==> config.mk <==
export PLATFORM = sky130hd
export DESIGN_NAME = stepper_excitation_control
export DESIGN_NICKNAME = d
export VERILOG_FILES = /design/src/design/phase_pattern.v /design/src/design/velocity_filter.v /design/src/design/stepper_excitation_control.v
export VERILOG_INCLUDE_DIRS = /design/src /design/src/design
export SDC_FILE = /design/constraint.sdc
export NUM_CORES = 1
export LEC_CHECK = 0
export ABC_AREA = 1
export BUFFER_PORTS_ARGS = -buffer_cell sky130_fd_sc_hd__buf_2
export CORE_MARGIN = 2
export CORE_UTILIZATION = 55
export DETAILED_ROUTE_END_ITERATION = 7
export PLACE_DENSITY = 0.79
export SETUP_SLACK_MARGIN = 0.2
export SKIP_CTS_REPAIR_TIMING = 1
export SYNTH_ARGS = -nofsm -noshare
export SYNTH_HDL_FRONTEND = slang
export SYNTH_SLANG_ARGS = --single-unit
==> constraint.sdc <==
create_clock -name i_core_clk -period 5.1 [get_ports i_core_clk]
set_input_delay 1.53 -clock i_core_clk [delete_from_list [all_inputs] [get_ports i_core_clk]]
set_output_delay 1.53 -clock i_core_clk [all_outputs]
set_load 0.02 [all_outputs]
==> src/design/stepper_defs.vh <==
`ifndef STEPPER_DEFS_VH
`define STEPPER_DEFS_VH
// Five phases; ten half-step states per electrical cycle (3.6 degrees).
`define NUM_PHASES 5
`define IDX_W 4
`define IDX_LAST 4'h9
`define IDX_ZERO 4'h0
`define IDX_ONE 4'h1
`define IDX_TWO 4'h2
// Microstep division, 1..250, eight bits.
`define DIV_W 8
`define DIV_MAX 8'hfa
`define DIV_MIN 8'h01
// Position counts in sub-steps; deviation signed.
`define POS_W 24
`define DEV_W 24
`define DEV_ZERO 24'h000000
// Threshold 1.8 degrees = 2.5 full steps = 5 half-step states, scaled by division.
`define THRESH_HALF_STEPS 8'h05
// Velocity filter: 16 settings, filter code 4 bits.
`define VF_W 4
`define VF_ZERO 4'h0
`define VF_CNT_W 16
`define VF_CNT_ZERO 16'h0000
`define VF_SHIFT_BASE 4'h6
`endif

==> src/design/phase_pattern.v <==
`default_nettype none
`include "stepper_defs.vh"
// Maps a half-step index to the five winding enables.
// Even indices energize four phases, odd indices all five.
module phase_pattern (
   input wire i_core_clk,
   input wire i_rst,
   input wire [`IDX_W-1:0] i_index,
   output reg [`NUM_PHASES-1:0] o_phases
);
   reg [`NUM_PHASES-1:0] pat_d;
   always @* begin
      case (i_index)
         4'h0: pat_d = 5'h1e;
         4'h1: pat_d = 5'h1f;
         4'h2: pat_d = 5'h1d;
         4'h3: pat_d = 5'h1f;
         4'h4: pat_d = 5'h1b;
         4'h5: pat_d = 5'h1f;
         4'h6: pat_d = 5'h17;
         4'h7: pat_d = 5'h1f;
         4'h8: pat_d = 5'h0f;
         4'h9: pat_d = 5'h1f;
         default: pat_d = 5'h1e;
      endcase
   end
   always @(posedge i_core_clk) begin
      if (i_rst) begin
         o_phases <= 5'h1e;
      end else begin
         o_phases <= pat_d;
      end
   end
endmodule
`default_nettype wire

==> src/design/velocity_filter.v <==
`default_nettype none
`include "stepper_defs.vh"
// Smooths the step request: pulses are accumulated and released at a
// rate limited by a minimum gap of i_setting times 64 cycles between
// releases. Setting 0 passes pulses straight through. Pulses are delayed,
// but one against the queued direction, or still queued when setting 0 is chosen, is lost.
module velocity_filter (
   input wire i_core_clk,
   input wire i_rst,
   input wire [`VF_W-1:0] i_setting,
   input wire i_step,
   input wire i_dir,
   output reg o_step,
   output reg o_dir
);
   reg [`VF_CNT_W-1:0] pend_q;
   reg [`VF_CNT_W-1:0] gap_q;
   reg [`VF_CNT_W-1:0] gap_lim;
   reg last_dir_q;
   wire release_ok;
   always @* begin
      gap_lim = {{(`VF_CNT_W-`VF_W){1'b0}}, i_setting} << `VF_SHIFT_BASE;
   end
   assign release_ok = (pend_q != `VF_CNT_ZERO) && (gap_q >= gap_lim);
   always @(posedge i_core_clk) begin
      if (i_rst) begin
         pend_q <= `VF_CNT_ZERO;
         gap_q <= `VF_CNT_ZERO;
         last_dir_q <= 1'b0;
         o_step <= 1'b0;
         o_dir <= 1'b0;
      end else if (i_setting == `VF_ZERO) begin
         pend_q <= `VF_CNT_ZERO;
         gap_q <= `VF_CNT_ZERO;
         o_step <= i_step;
         o_dir <= i_dir;
      end else begin
         // A direction change only takes effect once the queue is empty.
         if (i_step && (pend_q == `VF_CNT_ZERO)) begin
            last_dir_q <= i_dir;
         end
         pend_q <= pend_q + {{(`VF_CNT_W-1){1'b0}}, (i_step && (i_dir == last_dir_q || pend_q == `VF_CNT_ZERO))}
            - {{(`VF_CNT_W-1){1'b0}}, release_ok};
         gap_q <= release_ok ? `VF_CNT_ZERO : (gap_q == {`VF_CNT_W{1'b1}} ? gap_q : gap_q + 16'h0001);
         o_step <= release_ok;
         o_dir <= last_dir_q;
      end
   end
endmodule
`default_nettype wire

==> src/design/stepper_excitation_control.v <==
//Contract
//- Full step energizes exactly four phases in open loop; closed loop follows the rotor index.
//- Half step alternates four and five phases.
//- Chopper on below reference, off above.
//- Microstep divides step by 1 to 250.
//- Two independent division settings held.
//- External select picks active division.
//- Deviation equals commanded minus sensed position; a sensed pulse in the same cycle as an opposite-direction step is dropped.
//- Below 1.8 degrees runs open loop.
//- At 1.8 degrees or more closed loop.
//- Closed loop excites from rotor position.
//- Velocity filter with sixteen settings.
//- Half step: one state per pulse; full step: two; microstep: two per division count; reverse reverses.
//- Reset to step zero, flag at zero.
`default_nettype none
`include "stepper_defs.vh"
module stepper_excitation_control (
   input wire i_core_clk,
   input wire i_rst,
   input wire i_step,
   input wire i_dir,
   input wire i_half_step,
   input wire i_microstep_en,
   input wire [`DIV_W-1:0] i_div_setting_a,
   input wire [`DIV_W-1:0] i_div_setting_b,
   input wire i_div_select,
   input wire [`VF_W-1:0] i_vf_setting,
   input wire i_sense_above_ref,
   input wire i_rotor_step,
   input wire i_rotor_dir,
   output reg [`NUM_PHASES-1:0] o_phase_en,
   output reg o_chopper_switch,
   output reg o_excitation_home_flag,
   output reg o_closed_loop,
   output reg [`DEV_W-1:0] o_deviation,
   output reg [`DIV_W-1:0] o_active_div,
   output reg [`DIV_W-1:0] o_sub_step
);
   ////////////////////////////////////////////////////////////////////////
   wire f_step;
   wire f_dir;
   wire [`NUM_PHASES-1:0] pat;
   reg [`IDX_W-1:0] idx_q;
   reg [`IDX_W-1:0] idx_d;
   reg [`IDX_W-1:0] rotor_idx_q;
   reg [`IDX_W-1:0] cl_idx;
   reg [`IDX_W-1:0] sel_idx;
   reg [`DIV_W-1:0] sub_q;
   reg [`DIV_W-1:0] div_a_q;
   reg [`DIV_W-1:0] div_b_q;
   reg [`DIV_W-1:0] div_act;
   reg [`DEV_W-1:0] dev_q;
   reg [`DEV_W-1:0] dev_d;
   reg [`DEV_W-1:0] dev_abs;
   reg [`DEV_W-1:0] thresh;
   reg adv;
   reg cl_q;

   velocity_filter u_vf (
      .i_core_clk(i_core_clk),
      .i_rst(i_rst),
      .i_setting(i_vf_setting),
      .i_step(i_step),
      .i_dir(i_dir),
      .o_step(f_step),
      .o_dir(f_dir)
   );

   ////////////////////////////////////////////////////////////////////////
   // Division settings latched from the switches, clamped to the legal range.
   always @(posedge i_core_clk) begin
      if (i_rst) begin
         div_a_q <= `DIV_MIN;
         div_b_q <= `DIV_MIN;
      end else begin
         div_a_q <= (i_div_setting_a == 8'h00) ? `DIV_MIN :
                    (i_div_setting_a > `DIV_MAX) ? `DIV_MAX : i_div_setting_a;
         div_b_q <= (i_div_setting_b == 8'h00) ? `DIV_MIN :
                    (i_div_setting_b > `DIV_MAX) ? `DIV_MAX : i_div_setting_b;
      end
   end

   always @* begin
      div_act = i_microstep_en ? (i_div_select ? div_b_q : div_a_q) : `DIV_MIN;
   end

   ////////////////////////////////////////////////////////////////////////
   // Sub-step counter: a full step is taken after div_act input pulses.
   // Full step moves the index by two half-step states.
   always @* begin
      adv = 1'b0;
      if (f_step) begin
         if (f_dir) begin
            adv = (sub_q == 8'h00) || (sub_q >= div_act);
         end else begin
            adv = (sub_q + 8'h01 >= div_act);
         end
      end
   end

   always @(posedge i_core_clk) begin
      if (i_rst) begin
         sub_q <= 8'h00;
      end else if (f_step) begin
         if (!f_dir) begin
            sub_q <= adv ? 8'h00 : sub_q + 8'h01;
         end else begin
            sub_q <= adv ? div_act - 8'h01 : sub_q - 8'h01;
         end
      end
   end

   always @* begin
      idx_d = idx_q;
      if (adv) begin
         if (!f_dir) begin
            if (i_half_step && !i_microstep_en) begin
               idx_d = (idx_q == `IDX_LAST) ? `IDX_ZERO : idx_q + `IDX_ONE;
            end else begin
               idx_d = (idx_q >= 4'h8) ? idx_q - 4'h8 : idx_q + `IDX_TWO;
            end
         end else begin
            if (i_half_step && !i_microstep_en) begin
               idx_d = (idx_q == `IDX_ZERO) ? `IDX_LAST : idx_q - `IDX_ONE;
            end else begin
               idx_d = (idx_q < `IDX_TWO) ? idx_q + 4'h8 : idx_q - `IDX_TWO;
            end
         end
         // Full step keeps to four-phase states only.
         if (!(i_half_step && !i_microstep_en)) begin
            idx_d = {idx_d[`IDX_W-1:1], 1'b0};
         end
      end
   end

   always @(posedge i_core_clk) begin
      if (i_rst) begin
         idx_q <= `IDX_ZERO;
      end else begin
         idx_q <= idx_d;
      end
   end

   ////////////////////////////////////////////////////////////////////////
   // Sensed rotor position as a half-step index, moved by sensor pulses.
   always @(posedge i_core_clk) begin
      if (i_rst) begin
         rotor_idx_q <= `IDX_ZERO;
      end else if (i_rotor_step) begin
         if (!i_rotor_dir) begin
            rotor_idx_q <= (rotor_idx_q == `IDX_LAST) ? `IDX_ZERO : rotor_idx_q + `IDX_ONE;
         end else begin
            rotor_idx_q <= (rotor_idx_q == `IDX_ZERO) ? `IDX_LAST : rotor_idx_q - `IDX_ONE;
         end
      end
   end

   // Deviation in sub-steps: commanded pulses count up, sensed pulses down.
   always @* begin
      dev_d = dev_q;
      if (f_step && !(i_rotor_step && (i_rotor_dir == f_dir))) begin
         dev_d = f_dir ? dev_q - 24'h000001 : dev_q + 24'h000001;
      end else if (i_rotor_step && !f_step) begin
         dev_d = i_rotor_dir ? dev_q + 24'h000001 : dev_q - 24'h000001;
      end
      dev_abs = dev_q[`DEV_W-1] ? (`DEV_ZERO - dev_q) : dev_q;
      thresh = {16'h0000, `THRESH_HALF_STEPS} * {16'h0000, div_act};
   end

   always @(posedge i_core_clk) begin
      if (i_rst) begin
         dev_q <= `DEV_ZERO;
         cl_q <= 1'b0;
      end else begin
         dev_q <= dev_d;
         cl_q <= (dev_abs >= thresh);
      end
   end

   ////////////////////////////////////////////////////////////////////////
   // Closed loop: excite two full steps ahead of the rotor toward the command,
   // which sits at the torque peak and clear of the unstable point.
   always @* begin
      if (dev_q[`DEV_W-1]) begin
         cl_idx = (rotor_idx_q < 4'h4) ? rotor_idx_q + 4'h6 : rotor_idx_q - 4'h4;
      end else begin
         cl_idx = (rotor_idx_q > 4'h5) ? rotor_idx_q - 4'h6 : rotor_idx_q + 4'h4;
      end
      sel_idx = cl_q ? cl_idx : idx_q;
   end

   phase_pattern u_pat (
      .i_core_clk(i_core_clk),
      .i_rst(i_rst),
      .i_index(sel_idx),
      .o_phases(pat)
   );

   ////////////////////////////////////////////////////////////////////////
   // Chopper comparison is registered; a one-cycle lag is harmless against
   // the winding time constant and keeps the output glitch free.
   always @(posedge i_core_clk) begin
      if (i_rst) begin
         o_phase_en <= 5'h1e;
         o_chopper_switch <= 1'b0;
         o_excitation_home_flag <= 1'b1;
         o_closed_loop <= 1'b0;
         o_deviation <= `DEV_ZERO;
         o_active_div <= `DIV_MIN;
         o_sub_step <= 8'h00;
      end else begin
         o_phase_en <= pat;
         o_chopper_switch <= !i_sense_above_ref;
         o_excitation_home_flag <= (idx_q == `IDX_ZERO) && (sub_q == 8'h00);
         o_closed_loop <= cl_q;
         o_deviation <= dev_q;
         o_active_div <= div_act;
         o_sub_step <= sub_q;
      end
   end
endmodule
`default_nettype wire

==> metrics, run 1 <==
status finished clean; initial antenna violation count 0; TNS Setup 0 ns; Worst EP arrival 4.86 ns; IO Port Bufs 77; antenna-violating nets left 0; Syn Area/Cell 7.156 um2; worst-skew pair later-pin latency about 0.43 ns; internal power 2438 uW; vias in the first global route between 7000 and 8000; sequential element share of the synthesized area 32.42%; gr ovfl total 0; Area Growth Syn to Fin 12.70%; Switching Fraction 35.87%; H-tree depth 4; fraction of layout cells with a size suffix above 1 approximately an eighth; Logic pwr share 33.4%; CTS max path bufs 2; Routed WL 20380 um; Inserted Clock Buffers 17; Final GP Congestion 0.9353; diode count 0; Util after Layout between 60% and 70%; DR iter-0 viols 663; Setup WS pre-CTS 0.1560 ns; ys flop type dfxtp_1; RSZ-0062 raised after global routing no; highest clock rate 219.3 MHz; clk_skew 0.007332 ns; Cell Chain, Critical Path buf_2, inv_1, nor2_1, nor3_1, ha_1, ha_1, a21oi_1, inv_1, a31oi_1, xor2_1, ha_1, nand2_1, nor2_1, a211oi_1, o21ai_0, nand3_1, nand2_1, o21ai_0, nand3_1, nor2_1, a21oi_1; clock slew at reported path FFs 0.06 ns; # rows 46; CTS tree yes; Psw approximately 1400 uW; clk sinks 145; hpwl dp 15030 um; Crit. End Element flop; post-synth net total 1365; Final Max Tran Viols 0; # setup viols final 0; largest net degree at the start of global routing 46; Seq pwr share 34.9%; Clock Power Share 31.7%; total number of vias 8288; pwr dens 376.8 nW/um2; first-pass GRT wire length 34640 um; Slew headroom 20.94%; Tcrit/Tclk final 89.43%; DR pass1 iterations 5; All-Layer GR Usage approximately 24%; critical path required time 5.40 ns; Post-synth EDFFs 0; Max Cap Viol 0; Post-Syn Area 8952 um2; Chip Height 131.6 um; Die X 131.6 um; crit path time final 4.561 ns; Startpoint Class input pin; Fin. Hold Viols 0; IO Count 78; Setup Crit Path Kind in -> reg; Layout fillers ~1500; Synth cell types 58; FF+latch count, synth about 150; via/cell ratio 5.330; ys async rst share 0%; CP max-delay cell nor3_1; drc violations 0; smallest setup slack after layout 0.5393 ns; Core ar. 15890 um2; maximum vdd drop 0.3118 mV; Leak ~0.0049 uW; die area 17310 um2; routed len/inst roughly 13 um; Synth Warn # 0; CP Max Fanout 9; NumNets Final 1440; min-delay worst type reg -> reg; Worst path max stage delay 0.38 ns; slew of the pin with the lowest slew margin about 1.2 ns; Root Buffer clkbuf_16; Syn Inst Count 1251; Initial Util 56.36%
==> final timing paths <==
path	startpoint	endpoint	slack, ns	cells past startpoint
worst max-delay path	i_div_select	cl_q	0.54	21
worst min-delay path	u_pat.o_phases[0]	o_phase_en[0]	0.41	2
worst max register to register	sub_q[0]	sub_q[6]	1.27	23
worst min register to register	u_pat.o_phases[0]	o_phase_en[0]	0.41	2
==> routing by layer <==
| metal | routed length (um) | GRT usage [%] |
|---|---|---|
| met1 | 9242 | 30.74 |
| met2 | 9547 | 39.62 |
| met3 | 1115 | 3.897 |
| met4 | 474 | 11.29 |
| met5 | 0 | 0 |
==> critical path, delay by kind of cell <==
kind / cells / cell delay [ns]
AND/OR/NAND/NOR: 8 / 0.87
AO/OA/AOI/OAI: 6 / 0.90
adder cells (fa/ha/maj): 3 / 0.95
XOR/XNOR: 1 / 0.21
buffers and inverters: 3 / 0.39
==> cell usage in the layout (no fill, tap or decap), types with 4 or more instances in the layout <==
cell,instances
clkbuf_16,17
or2_2,7
dfxtp_1,145
xnor2_1,6
o21ai_0,69
a31oi_1,15
buf_2,77
nor4_1,8
a21oi_1,88
nand2_1,194
inv_1,186
inv_2,4
buf_4,7
o211ai_1,5
xor2_1,44
o21a_1,5
nand3_1,59
ha_1,82
clkinvlp_4,5
clkinv_2,6
nor2_1,180
nand4_1,19
o21ai_1,11
o31ai_1,5
o22ai_2,4
nor3_1,36
==> Yosys cell counts (2+ instances only) <==
cell type	n	share of area [%]
xnor2_1	6	0.59
a21oi_1	88	4.9
nor2_2	2	0.14
o21ai_2	2	0.20
o22ai_2	4	0.56
buf_2	3	0.17
o31ai_1	6	0.50
nor3_2	2	0.22
nor2_4	2	0.25
nand2_1	194	8.1
a21oi_2	3	0.29
nor3_1	37	2.1
a22oi_1	3	0.25
nand4_1	19	1.3
or2_2	7	0.49
dfxtp_1	145	32
a21o_1	2	0.17
nor3_4	2	0.36
o21ai_1	11	0.61
clkbuf_1	18	0.75
o211ai_1	5	0.42
inv_2	4	0.17
fa_1	2	0.45
o21ai_0	69	3.9
nor2_8	2	0.45
nor2_1	180	7.5
o21a_1	5	0.42
inv_1	186	7.8
nor4_1	8	0.56
a211oi_1	2	0.17
a31o_1	2	0.20
ha_1	82	11
a31oi_1	15	1.0
xor2_1	44	4.3
nand4_2	2	0.28
nand3_1	59	3.3
buf_6	5	0.63
nand2_2	3	0.21
==> cells by family after synthesis <==
| logic type | after synthesis | synth area share, % |
|---|---|---|
| compound gates | 228 | 15.08 |
| buf+inv | 222 | 10.05 |
| flops | 145 | 32.42 |
| fa+ha+maj | 84 | 11.91 |
| simple gates | 522 | 25.65 |
| xor+xnor | 50 | 4.892 |
==> sequential cells by signal, summed over array words and instances, names as in the netlist <==
register and cells:
u_vf.o_dir 1, u_vf.o_step 1, u_vf.gap_q 16, cl_q 1, idx_q 4, div_a_q 8, o_deviation 24, u_pat.o_phases 5
o_sub_step 8, sub_q 8, div_b_q 8, o_closed_loop 1, o_phase_en 5, rotor_idx_q 4, u_vf.pend_q 16, dev_q 24
o_active_div 8, u_vf.last_dir_q 1, o_excitation_home_flag 1, o_chopper_switch 1
==> area by class of cell <==
type,count,area [um2],share of cell area (%)
multi-input combinational,884,5160,51.14
sequential,145,2903,28.77
inverter,194,748.2,7.416
timing repair buffer,84,437.9,4.340
clock buffer,17,425.4,4.216
tap,216,270.3,2.679
clock inverter,15,145.1,1.438
==> through the flow <==
stage / total power, uW / instances / hold WS [ns] / cell area (um2)
2_1_floorplan: 2324 / 1251 / 0.3883 / 8952
3_3_place_gp: 2570 / 1523 / 0.3916 / 9509
3_5_place_dp: 2592 / 1523 / 0.3993 / 9509
4_1_cts: 3812 / 1555 / 0.4136 / 10080
5_1_grt: 4076 / 1555 / 0.4143 / 10090
6_report: 3801 / 1555 / 0.4067 / 10090
==> power groups by stage <==
stage                     Sequential, uW  Combinational, uW  Clock, uW
after floorplan                     1350                973          0
after global placement              1350               1220          0
after detailed placement            1350               1240          0
after CTS                           1330               1260       1230
after global routing                1340               1460       1280
final                               1330               1270       1210
(Power assumes the default switching activity.)
==> run 2: changes to the inputs <==
--- a/config.mk
+++ b/config.mk
@@ -8,7 +8,7 @@
 export LEC_CHECK = 0
 export ABC_AREA = 1
 export BUFFER_PORTS_ARGS = -buffer_cell sky130_fd_sc_hd__buf_2
-export CORE_MARGIN = 2
+export CORE_MARGIN = 4
 export CORE_UTILIZATION = 55
 export DETAILED_ROUTE_END_ITERATION = 7
 export PLACE_DENSITY = 0.79
==> run 2 against run 1 <==
- worst hold slack better by 0.0026 ns
- die area up 6.2%
- via count about the same
- sequential power about the same
- register-to-register slack better by 0.07 ns
- clock skew down 0.0031 ns
- setup slack better by 0.070 ns
- sequential share of layout area about the same
- power up 0.69%
- combinational power about the same
- final cell count down 0.13%
- wire length up 0.49%
==> metrics, run 2 (same netlist as run 1, synthesis figures left out) <==
Placed Area 9502 um2 (about the same); clk_skew 0.004238 ns (-0.003093 ns); TNS Setup 0 ns (unchanged); final design area excluding fillers 10100 um2 (about the same); highest clock rate 222.7 MHz (+1.6%); clk sinks 145 (unchanged); via/cell ratio 5.334 (about the same); fraction of layout cells with a size suffix above 1 11.89% (-0.21 points); Crit. End Element flop; Final Max Tran Viols 0 (unchanged); largest net degree at the start of global routing 44 (-4.3%); H-tree depth 4 (unchanged); DR iter-0 viols 537 (-19%); Final GP Congestion 0.9379 (+0.28%); All-Layer GR Usage 22.89% (-1.1 points); Cell Chain, Critical Path buf_2, inv_1, nor2_1, nor3_1, ha_1, ha_1, fa_1, nand3_1, nand2_1, nand2_1, nand2_1, ha_1, nand2_1, nor2_1, a211oi_1, o21ai_0, nand3_1, nand2_1, o21ai_0, nand3_1, nor2_1, a21oi_1; Slew headroom 22.30% (+1.4 points); most frequent cells in the layout 194 x nand2_1, 186 x inv_1, 180 x nor2_1, 145 x dfxtp_1, 88 x a21oi_1; IO Count 78 (unchanged); gr ovfl total 0 (unchanged); Initial Util 56.15% (-0.20 points); CP Max Fanout 9 (unchanged); Root Buffer clkbuf_16; Fin. Hold Viols 0 (unchanged); # rows 46 (unchanged); antenna-violating nets left 0 (unchanged); Inserted Clock Buffers 17 (unchanged); IO Port Bufs 77 (unchanged); leading cell type in the layout, fill and taps excluded nand2_1; Worst path max stage delay 0.41 ns (+0.03 ns); total number of vias 8284 (-0.048%); CP max-delay cell fa_1; Max Cap Viol 0 (unchanged); Tcrit/Tclk final 88.05% (-1.4 points); pwr dens 379.1 nW/um2 (+0.63%); crit path time final 4.491 ns (-0.07018 ns); maximum vdd drop 0.2898 mV (-7.1%); RSZ-0062 raised after global routing no; top flop regs dev_q (24), o_deviation (24); diode count 0 (unchanged); worst-skew pair later-pin latency 0.42 ns (about the same); min-delay worst type reg -> reg; Setup Crit Path Kind in -> reg; Leak 0.004882 uW (+0.30%); Worst EP arrival 4.79 ns (-0.07 ns); clock slew at reported path FFs 0.06 ns (about the same); initial antenna violation count 0 (unchanged); vias in the first global route 7683 (-1.2%); drc violations 0 (unchanged); critical path required time 5.40 ns (about the same); Core ar. 15940 um2 (+0.36%); status finished clean; die area 18380 um2 (+6.2%); delay-heaviest family, CP adder cells; slew of the pin with the lowest slew margin 1.164 ns (-0.02048 ns); CTS max path bufs 2 (unchanged); Routed WL 20480 um (+0.49%); Die X 135.6 um (+3.0%); # setup viols final 0 (unchanged); Startpoint Class input pin; DR pass1 iterations 5 (unchanged); CTS tree yes; Worst Path Buf+Inv 2 (-1); NumNets Final 1439 (-0.069%); first-pass GRT wire length 34620 um (about the same); hpwl dp 15420 um (+2.6%); Area Growth Syn to Fin 12.77% (about the same); routed len/inst 13.19 um (+0.62%); most used cell, CP nand2_1; Chip Height 135.6 um (+3.0%); Hold Slack 0.4092 ns (+0.002555 ns)
## run 2: area by class of cell
type	count	area, um2
Fill cell	1423	5847
Multi-Input combinational cell	884	5155
Sequential cell	145	2903
Inverter	194	748.2
Clock buffer	21	480.5
Timing Repair Buffer	83	430.4
Tap cell	216	270.3
Clock inverter	10	108.9
## run 2: power by group
part	internal (uW)	total [uW]	switching, uW
combinational	478	1270	789
sequential	1250	1330	78.9
clock	764	1230	469
total	2490	3830	1340
## run 2: worst paths after layout
path,start,end,slack [ns],depth (start not counted)
worst max-delay path,i_div_select,cl_q,0.61,22
worst min-delay path,u_pat.o_phases[1],o_phase_en[1],0.41,1
worst max register to register,sub_q[0],sub_q[6],1.34,23
worst min register to register,u_pat.o_phases[1],o_phase_en[1],0.41,1
## run 2: worst reg2reg max path, delay by kind of cell (launching register included)
| family | cells | cell delay [ns] |
|---|---|---|
| flip-flops | 1 | 0.37 |
| XOR/XNOR | 1 | 0.16 |
| adder cells (fa/ha/maj) | 1 | 0.28 |
| AND/OR/NAND/NOR | 14 | 1.95 |
| AO/OA/AOI/OAI | 2 | 0.23 |
| buffers and inverters | 5 | 0.66 |
## run 2: per-layer routing
layer | wire length (um) | track usage (%) | share of wire, % | vias to the layer above
met3 | 1199 | 4.346 | 5.9 | 45
met4 | 560 | 8.903 | 2.7 | 0
met1 | 9141 | 29.39 | 45 | 3745
li1 | - | - | - | 4253
met5 | 0 | 0 | 0 | -
met2 | 9576 | 38.11 | 47 | 241
## run 2: stage by stage
stage                     total power, uW  setup slack, ns  utilization, %  cells
after floorplan                      2324           0.4695               -   1251
after global placement               2567           0.2262           59.60   1522
after detailed placement             2600           0.1352           59.60   1522
after CTS                            3846           0.5522           63.29   1553
after global routing                 4108           0.2095           63.33   1553
final                                3828           0.6094           63.33   1553
